===== src/hpm_pkg.sv =====
// package for the hub pin function mux: constants and carrier structs
package hpm_pkg;

    // spi speed select strap encodings
    localparam logic       SPD_STRAP_30 = 1'b0;
    localparam logic       SPD_STRAP_60 = 1'b1;

    // spi master bit rates in mhz
    localparam int         SPI_MHZ_SLOW = 30;
    localparam int         SPI_MHZ_FAST = 60;

    // system clock and external reset pulse width
    localparam int         SYS_CLK_MHZ      = 125;
    localparam int         RESET_MIN_NS     = 5000;
    localparam int         RESET_MIN_CYCLES = (RESET_MIN_NS * SYS_CLK_MHZ + 999) / 1000;

    // reference clock frequency
    localparam int         REF_CLK_MHZ = 24;

    // spi clock divider half periods at the system clock; the rates are the nearest reachable
    localparam logic [3:0] SPI_HALF_SLOW = 4'h2;
    localparam logic [3:0] SPI_HALF_FAST = 4'h1;

    // pin reset and active levels
    localparam logic       CE_IDLE  = 1'b1;
    localparam logic       CE_ACT   = 1'b0;
    localparam logic       PIN_LOW  = 1'b0;
    localparam logic       PIN_HIGH = 1'b1;

    // one tri-state pin: out value and output enable
    typedef struct packed {
        logic o;
        logic oe;
    } hpm_pin_t;

    // general purpose drive request from the gpio controller
    typedef struct packed {
        logic o;
        logic oe;
    } hpm_gpio_t;

endpackage : hpm_pkg


===== src/hpm_pin_mux.sv =====
// hub pin function mux for spi, over-current, uart and clock pins
`timescale 1ns/1ps

module hpm_pin_mux (
    input  wire logic             i_clk_sys,
    input  wire logic             i_resetn,
    // configuration and state
    input  wire logic             i_spi_master_dis,
    input  wire logic             i_spi_dis,
    input  wire logic             i_powerdown,
    input  wire logic             i_suspend,
    input  wire logic             i_uart_en,
    input  wire logic             i_ocs1_gpio_mode,
    input  wire logic             i_ocs2_gpio_mode,
    input  wire logic             i_use_oscillator,
    // spi master core
    input  wire logic             i_spi_sel,
    input  wire logic             i_spi_active,
    input  wire logic             i_spi_mosi,
    output logic                  o_flash_data_in,
    output logic                  o_spi_fast,
    // gpio controller
    input  wire hpm_pkg::hpm_gpio_t i_gp_io_four,
    input  wire hpm_pkg::hpm_gpio_t i_gp_io_five,
    input  wire hpm_pkg::hpm_gpio_t i_gp_io_nine,
    input  wire hpm_pkg::hpm_gpio_t i_gp_io_seventeen,
    input  wire hpm_pkg::hpm_gpio_t i_gp_io_eighteen,
    input  wire hpm_pkg::hpm_gpio_t i_gp_io_nineteen,
    input  wire hpm_pkg::hpm_gpio_t i_gp_io_twenty,
    output logic [6:0]            o_gp_io_in,
    // uart core
    input  wire logic             i_uart_txd,
    output logic                  o_uart_rxd,
    // over-current status, active high
    output logic                  o_port1_overcurrent,
    output logic                  o_port2_overcurrent,
    // pad side
    input  wire logic             i_pad_ce,
    input  wire logic             i_pad_clk,
    input  wire logic             i_pad_do,
    input  wire logic             i_pad_di,
    input  wire logic             i_port1_overcurrent_low,
    input  wire logic             i_port2_overcurrent_low,
    input  wire logic             i_pad_rx,
    input  wire logic             i_pad_tx,
    input  wire logic             i_crystal_in,
    output hpm_pkg::hpm_pin_t     o_pad_ce,
    output hpm_pkg::hpm_pin_t     o_pad_clk,
    output hpm_pkg::hpm_pin_t     o_pad_do,
    output hpm_pkg::hpm_pin_t     o_pad_di,
    output hpm_pkg::hpm_pin_t     o_pad_oc1,
    output hpm_pkg::hpm_pin_t     o_pad_oc2,
    output hpm_pkg::hpm_pin_t     o_pad_rx,
    output hpm_pkg::hpm_pin_t     o_pad_tx,
    output logic                  o_crystal_out_en,
    output logic                  o_ref_clk
);

    // idle pad states shared by the pad registers
    localparam hpm_pkg::hpm_pin_t PAD_RELEASED = '{o: hpm_pkg::PIN_LOW, oe: 1'h0};
    localparam hpm_pkg::hpm_pin_t TX_RELEASED  = '{o: hpm_pkg::PIN_HIGH, oe: 1'h0};
    localparam hpm_pkg::hpm_pin_t CE_DESELECT  = '{o: hpm_pkg::CE_IDLE, oe: 1'h1};

    hpm_pkg::hpm_pin_t tx_func;
    logic       strap_r;
    logic       strap_done_r;
    logic [3:0] div_cnt_r;
    logic       spi_clk_r;
    logic [3:0] half_nxt;
    logic       ref_meta_r;
    logic       ref_sync_r;

    // strap captured once after reset release, never resampled
    always_ff @(posedge i_clk_sys) begin
        if (!i_resetn) begin
            strap_done_r <= 1'b0;
            strap_r      <= hpm_pkg::SPD_STRAP_30;
        end else if (!strap_done_r) begin
            strap_done_r <= 1'b1;
            strap_r      <= i_pad_do;
        end
    end

    always_ff @(posedge i_clk_sys) begin
        if (!i_resetn) begin
            o_spi_fast <= 1'b0;
        end else begin
            o_spi_fast <= (strap_r == hpm_pkg::SPD_STRAP_60);
        end
    end

    // spi clock divider: half period chosen by strap
    always_comb begin
        half_nxt = (strap_r == hpm_pkg::SPD_STRAP_60) ? hpm_pkg::SPI_HALF_FAST
                                                       : hpm_pkg::SPI_HALF_SLOW;
    end

    always_ff @(posedge i_clk_sys) begin
        if (!i_resetn || !i_spi_active) begin
            div_cnt_r <= 4'h0;
            spi_clk_r <= hpm_pkg::PIN_LOW;
        end else if (div_cnt_r + 4'h1 >= half_nxt) begin
            div_cnt_r <= 4'h0;
            spi_clk_r <= ~spi_clk_r;
        end else begin
            div_cnt_r <= div_cnt_r + 4'h1;
        end
    end

    // flash chip enable: deselected whenever the flash must stay quiet
    // powerdown wins over a select request so the flash never wakes half powered
    always_ff @(posedge i_clk_sys) begin
        if (!i_resetn) begin
            o_pad_ce <= CE_DESELECT;
        end else if (i_spi_master_dis) begin
            o_pad_ce <= CE_DESELECT;
        end else if (i_powerdown) begin
            o_pad_ce <= CE_DESELECT;
        end else if (i_spi_sel) begin
            o_pad_ce <= '{o: hpm_pkg::CE_ACT, oe: 1'h1};
        end else begin
            o_pad_ce <= CE_DESELECT;
        end
    end

    // spi clock pin or gpio four
    always_ff @(posedge i_clk_sys) begin
        if (!i_resetn) begin
            o_pad_clk <= PAD_RELEASED;
        end else if (i_spi_master_dis) begin
            o_pad_clk <= i_gp_io_four;
        end else begin
            o_pad_clk <= '{o: spi_clk_r, oe: 1'h1};
        end
    end

    // spi data out pin or gpio five; released in reset so the strap can be read
    always_ff @(posedge i_clk_sys) begin
        if (!i_resetn) begin
            o_pad_do <= PAD_RELEASED;
        end else if (i_spi_master_dis) begin
            o_pad_do <= i_gp_io_five;
        end else if (i_suspend && strap_r == hpm_pkg::SPD_STRAP_60) begin
            o_pad_do <= PAD_RELEASED;
        end else if (i_suspend) begin
            o_pad_do <= '{o: hpm_pkg::PIN_LOW, oe: 1'h1};
        end else begin
            o_pad_do <= '{o: i_spi_mosi, oe: 1'h1};
        end
    end

    // data input pin: gpio nine when spi is off, otherwise input only
    hpm_pad_reg u_pad_di (
        .i_clk_sys (i_clk_sys),
        .i_resetn  (i_resetn),
        .i_gpio_sel(i_spi_dis),
        .i_func    (PAD_RELEASED),
        .i_gpio    (i_gp_io_nine),
        .i_rst_val (PAD_RELEASED),
        .o_pad     (o_pad_di)
    );

    // flash data reads zero while its pin serves as gpio
    always_ff @(posedge i_clk_sys) begin
        if (!i_resetn) begin
            o_flash_data_in <= hpm_pkg::PIN_LOW;
        end else if (i_spi_dis) begin
            o_flash_data_in <= hpm_pkg::PIN_LOW;
        end else begin
            o_flash_data_in <= i_pad_di;
        end
    end

    // over-current sense, active low from the current monitors
    always_ff @(posedge i_clk_sys) begin
        if (!i_resetn) begin
            o_port1_overcurrent <= 1'h0;
            o_port2_overcurrent <= 1'h0;
        end else begin
            o_port1_overcurrent <= !i_ocs1_gpio_mode && !i_port1_overcurrent_low;
            o_port2_overcurrent <= !i_ocs2_gpio_mode && !i_port2_overcurrent_low;
        end
    end

    // over-current pins fall back to gpio 17 and 18; in sense mode they are inputs only
    hpm_pad_reg u_pad_oc1 (
        .i_clk_sys (i_clk_sys),
        .i_resetn  (i_resetn),
        .i_gpio_sel(i_ocs1_gpio_mode),
        .i_func    (PAD_RELEASED),
        .i_gpio    (i_gp_io_seventeen),
        .i_rst_val (PAD_RELEASED),
        .o_pad     (o_pad_oc1)
    );

    hpm_pad_reg u_pad_oc2 (
        .i_clk_sys (i_clk_sys),
        .i_resetn  (i_resetn),
        .i_gpio_sel(i_ocs2_gpio_mode),
        .i_func    (PAD_RELEASED),
        .i_gpio    (i_gp_io_eighteen),
        .i_rst_val (PAD_RELEASED),
        .o_pad     (o_pad_oc2)
    );

    // uart receive reads idle high while the pins serve as gpio
    always_ff @(posedge i_clk_sys) begin
        if (!i_resetn) begin
            o_uart_rxd <= hpm_pkg::PIN_HIGH;
        end else if (i_uart_en) begin
            o_uart_rxd <= i_pad_rx;
        end else begin
            o_uart_rxd <= hpm_pkg::PIN_HIGH;
        end
    end

    assign tx_func = '{o: i_uart_txd, oe: 1'h1};

    // uart pins or gpio 19 and 20
    hpm_pad_reg u_pad_rx (
        .i_clk_sys (i_clk_sys),
        .i_resetn  (i_resetn),
        .i_gpio_sel(!i_uart_en),
        .i_func    (PAD_RELEASED),
        .i_gpio    (i_gp_io_nineteen),
        .i_rst_val (PAD_RELEASED),
        .o_pad     (o_pad_rx)
    );

    // tx idles high in reset so the far receiver sees no false start bit
    hpm_pad_reg u_pad_tx (
        .i_clk_sys (i_clk_sys),
        .i_resetn  (i_resetn),
        .i_gpio_sel(!i_uart_en),
        .i_func    (tx_func),
        .i_gpio    (i_gp_io_twenty),
        .i_rst_val (TX_RELEASED),
        .o_pad     (o_pad_tx)
    );

    // pad input readback for the gpio controller
    always_ff @(posedge i_clk_sys) begin
        if (!i_resetn) begin
            o_gp_io_in <= 7'h00;
        end else begin
            o_gp_io_in <= {i_pad_tx, i_pad_rx, i_port2_overcurrent_low,
                           i_port1_overcurrent_low, i_pad_di, i_pad_do, i_pad_clk};
        end
    end

    // reference clock: crystal driver disabled when an oscillator feeds the input
    always_ff @(posedge i_clk_sys) begin
        if (!i_resetn) begin
            ref_meta_r       <= 1'b0;
            ref_sync_r       <= 1'b0;
            o_ref_clk        <= 1'b0;
            o_crystal_out_en <= 1'b1;
        end else begin
            ref_meta_r       <= i_crystal_in;
            ref_sync_r       <= ref_meta_r;
            o_ref_clk        <= ref_sync_r;
            o_crystal_out_en <= !i_use_oscillator;
        end
    end

endmodule : hpm_pin_mux

// registered pad driver: function value or gpio request, idle value in reset
module hpm_pad_reg (
    input  wire logic               i_clk_sys,
    input  wire logic               i_resetn,
    input  wire logic               i_gpio_sel,
    input  wire hpm_pkg::hpm_pin_t  i_func,
    input  wire hpm_pkg::hpm_gpio_t i_gpio,
    input  wire hpm_pkg::hpm_pin_t  i_rst_val,
    output hpm_pkg::hpm_pin_t       o_pad
);

    // reset value is a port so each pad keeps its own idle level
    always_ff @(posedge i_clk_sys) begin
        if (!i_resetn) begin
            o_pad <= i_rst_val;
        end else if (i_gpio_sel) begin
            o_pad <= i_gpio;
        end else begin
            o_pad <= i_func;
        end
    end

endmodule : hpm_pad_reg


===== config.mk =====
export PLATFORM = sky130hd
export DESIGN_NAME = hpm_pin_mux
export DESIGN_NICKNAME = d
export VERILOG_FILES = /design/src/hpm_pkg.sv /design/src/hpm_pin_mux.sv
export SDC_FILE = /design/constraint.sdc
export NUM_CORES = 1
export LEC_CHECK = 0
export ABC_AREA = 1
export BUFFER_PORTS_ARGS = -buffer_cell sky130_fd_sc_hd__buf_2
export CAP_MARGIN = 10
export CORE_ASPECT_RATIO = 0.75
export CORE_MARGIN = 2
export CORE_UTILIZATION = 40
export DETAILED_ROUTE_END_ITERATION = 12
export GPL_TIMING_DRIVEN = 0
export HOLD_SLACK_MARGIN = 0.08
export PLACE_DENSITY_LB_ADDON = 0.1
export SYNTH_ARGS = -nofsm -noshare
export SYNTH_HDL_FRONTEND = slang
export SYNTH_SLANG_ARGS = --single-unit

===== constraint.sdc =====
create_clock -name i_clk_sys -period 1.9 [get_ports i_clk_sys]
set_input_delay 0.095 -clock i_clk_sys [delete_from_list [all_inputs] [get_ports i_clk_sys]]
set_output_delay 0.095 -clock i_clk_sys [all_outputs]
set_load 0.02 [all_outputs]

== Word-level counts from Yosys, hierarchy flattened ==
Cells that the tools add are included.
Cells by class
  muxes and demuxes: 8
  order comparisons: 1
  reductions and logical operators: 19
  add/sub/neg operators: 1
  bitwise logic cells: 2
Operators with widths (number)
  2-bit 2-to-1 mux: 7
  2-bit AND reduction: 4
  1-bit logical NOT: 7
  2-bit OR reduction: 3
  4-bit by 1-bit adder with 4-bit output, second input constant: 1
  4-bit by 2-bit greater-or-equal comparator with 1-bit output: 1
  1-bit logical AND: 3
  3-bit OR reduction: 1
  1-bit NOT: 2
  1-bit logical OR: 1
  1-bit 2-to-1 mux: 1
Word-level totals
  output and inout port bits: 30
  word-level logic and storage cells: 61
  bits in registers: 39
  input bits: 37

== Depth between registers and ports, before layout ==
  depth in word-level cells: 3
  mapped depth: 10
  mapped depth without buffers: 10

== Modules after synthesis ==
Synthesis repeated with hierarchy kept, for this count alone.
Unflattened totals
  cells, all modules: 206
  area total of the unflattened synthesis: 1467.7 sq um
By module, submodules not included
  hpm_pin_mux: area each 954.7 sq um, instances 1, cells an instance 116
  hpm_pad_reg: area each 102.6 sq um, instances 5, cells an instance 18

== Worst setup path after synthesis ==
OpenSTA, ideal clock, no wires.
  kind: register to register
  from: register div_cnt_r[0]
  to: register spi_clk_r
  slack: 0.493 ns
  arrival: 1.294 ns
  buffers on the path: 0
  period minus slack after synthesis: 1.407 ns
  library setup time: 0.113 ns
  stages on the path, launching flop included: 9
  cell sequence: dfxtp_1 > ha_1 > ha_1 > nand2_1 > nand2_1 > nor2_1 > nand2_2 > nor2_1 > nor2_1
Between the ends
  word-level cells in the longest chain between the ends: 2
Ends and longest elaborated chain
  from (decl): RTL line hpm_pin_mux.sv:67  | logic [3:0] div_cnt_r;
  from (signal assigned): RTL line hpm_pin_mux.sv:106  | div_cnt_r <= div_cnt_r + 4'h1;
  4-bit by 1-bit adder with 4-bit output: RTL line hpm_pin_mux.sv:102  | end else if (div_cnt_r + 4'h1 >= half_nxt) begin
  4-bit by 2-bit greater-or-equal comparator with 1-bit output: RTL line hpm_pin_mux.sv:102
  to (signal assigned): RTL line hpm_pin_mux.sv:101  | spi_clk_r <= hpm_pkg::PIN_LOW;
  to (signal assigned): RTL line hpm_pin_mux.sv:104  | spi_clk_r <= ~spi_clk_r;
  to (decl): RTL line hpm_pin_mux.sv:68  | logic spi_clk_r;
No other way between the ends.
A chain may end at the register's enable or synchronous reset.

== Worst setup path after layout ==
  from: input port i_resetn
  to: register o_pad_ce[1] in the netlist's numbering
Between the ends
  word-level cells in the longest chain between the ends: 2
Ends and longest elaborated chain
  from (decl): RTL line hpm_pin_mux.sv:6  | input wire logic i_resetn,
  1-bit NOT (no line)
  3-bit OR reduction (no line)
  to (signal assigned): RTL line hpm_pin_mux.sv:120  | o_pad_ce <= '{o: hpm_pkg::CE_ACT, oe: 1'h1};
  to (decl): RTL line hpm_pin_mux.sv:47  | output hpm_pkg::hpm_pin_t o_pad_ce,
No other way between the ends.

==> impl_metrics.yaml <==
clock_tree:
  post_cts_resize_count: 0
  cts_tree: "yes"
  cts_buffers: 5
  clkLatencyLatePin_ns: 0.28
  post_cts_buffers: 0
  h-tree-depth: 2
  root_buffer: "clkbuf_8"
  cts_buffer_depth: 2
  clock-sinks: 38
  cts_hold_buf: 38
  path_clk_slew_ns: 0.07
final_layout:
  fin_util: 0.702
  drive_above_1_share: 0.335
  multi_input_area_um2: 348
  register_area_um2: 761
  mostFrequentLayoutCells: "66 x buf_2, 38 x dfxtp_1, 38 x dlygate4sd3_1"
  diodes: 0
  final_common_cell: "buf_2"
  nets: 285
  area_growth_pct: 68.3
  nFillCells: 236
setup_path:
  path_class: "in -> reg"
  worstPathRequired_ns: 2.07
  crit_arrival_ns: 1.83
  worstSetupEndpointType: "register"
  cp_cell_sequence: "dlygate4sd3_1, buf_2, buf_4, inv_2, nor2_2, inv_2, nor2_1, nand2_1, dlygate4sd3_1"
  critPathLaunchType: "input port"
  slowest_stage: "dlygate4sd3_1"
  cp_slowest_stage_delay_ns: 0.54
  critPathMaxFanout: 8
  startpoint: "i_resetn"
  r2r-start: "div_cnt_r[0]"
route:
  route.detailed.drc: 0
  first_pass_iters: 5
  vias_per_cell: 4.27
  wl_per_cell_um: 10.3
  routed_wirelength_um: 2920
  drtAntennaViolNets: 0
  vias: 1207
  drt_iter0_drc: 25
timing:
  fmax_mhz: 603
  min_period_ns: 1.66
  rsz0062_at_grt: "no"
  fin_skew_ns: 0.00381
  setup_violations: 0
  hold_viol: 0
  min_period_over_period: 0.873
  tns_ns: 0
  slew_viol_final: 0
  setup_ws_ns: 0.242
power:
  p_leak_nw: 1.15
  ir_worst_vdd_uv: 491
  power-per-cell-area_nw_per_um2: 770
die:
  core-area_um2: 2910
  start_util: 0.417
  die-area_um2: 3500
  die-width_um: 67.7
  io_pins: 67
  num_rows: 17
  die_h_um: 51.8
synthesis:
  syn_area_um2: 1220
  synth_warnings: 0
  synth.avg_cell_area_um2: 9.01
  synth_cell_types: 21
  netlist_instances: 135
  synth_seq_cells: 38
  ys_seq_area_frac: 0.626
status:
  status: "finished, final reports clean"
global_routing:
  antenna_found_initial: 0
  first_global_vias: 1139
  grt-ovfl-total: 0
  grt_pass1_wl_um: 4510
  grt_max_degree: 12
  grt_usage: 0.180
placed_design:
  dp_hpwl_um: 1890
  dp_slack_ns: 0.331
  io_buffer_count: 64
  place.gp.congestion: 0.790
run:
  maxCapViolations: 0
worst_hold_path:
  hp-class: "in -> reg"
  min_from: "i_spi_master_dis"
-- power by group --
group          internal, mW  switching [mW]
logic                 0.119           0.113
registers             0.836          0.0139
clock network         0.246           0.249
-- metal layers --
layer  wire (um)  vias to the layer above  global-route usage
met4          61                        0              0.0986
met1        1180                      533               0.167
met3         224                        6              0.0606
li1            -                      620                   -
met5           0                        -                   0
met2        1450                       48               0.340
-- cells in the mapped netlist --
master    number  share of area
inv_2          2         0.0062
nor3_1         3          0.012
nand2_2        2          0.010
nand4_1        1         0.0051
dfxtp_1       38           0.63
a21oi_1        2         0.0082
and3_1         6          0.031
nor3b_2        1          0.010
a31o_2         1         0.0072
nor2_2         1         0.0051
nor2_1        12          0.037
nand2_1       30          0.093
clkinv_1       1         0.0031
o21ai_0        1         0.0041
nand3_1        4          0.016
ha_1           3          0.031
buf_2          2         0.0082
buf_4          2          0.012
inv_1         20          0.062
nand3b_1       1         0.0062
conb_1         2         0.0062
-- final timing paths --
path,end,slack (ns),cells after the start
max,o_pad_ce[1],0.24,9
min,o_pad_do[1],0.1,3
max reg2reg,spi_clk_r,0.33,8
min reg2reg,ref_sync_r,0.42,2
-- final cells by class --
class / instances / share of cell area
clock buffers: 5 / 0.0336
clock inverters: 2 / 0.00489
inverters: 23 / 0.0422
well taps: 38 / 0.0232
repair buffers: 102 / 0.342
multi-input cells: 71 / 0.170
flip-flops and latches: 38 / 0.372
plain buffers: 4 / 0.0122
-- per-stage QoR --
| step | area, um2 | power, mW | std cells | hold slack [ns] |
|---|---|---|---|---|
| 2_1_floorplan | 1220 | 0.961 | 136 | 0.123 |
| 3_3_place_gp | 1590 | 1.04 | 238 | 0.212 |
| 3_5_place_dp | 1590 | 1.04 | 238 | 0.215 |
| 4_1_cts | 2050 | 1.60 | 283 | 0.0803 |
| 5_1_grt | 2050 | 1.66 | 283 | 0.0887 |
| 6_report | 2050 | 1.58 | 283 | 0.0957 |
-- registers in the layout, summed over array words and instances, names as in the netlist, 2 cells and up --
name,cells
div_cnt_r,4
o_gp_io_in,7
o_pad_clk,2
o_pad_do,2
u_pad_di.o_pad,2
u_pad_oc1.o_pad,2
u_pad_oc2.o_pad,2
u_pad_rx.o_pad,2
u_pad_tx.o_pad,2
-- worst max-delay path: cells and delay by family --
family / cells / cell delay [ns]
simple gates: 3 / 0.28
buf+inv: 6 / 1.46
-- cell families after synthesis --
kind of cell             share of synthesized area
other                                      0.00618
AND/OR/NAND/NOR                              0.226
buffers and inverters                       0.0916
flip-flops                                   0.626
AO/OA/AOI/OAI                               0.0195
adder cells (fa/ha/maj)                     0.0309
No activity file was read; power rests on OpenSTA's default activity.
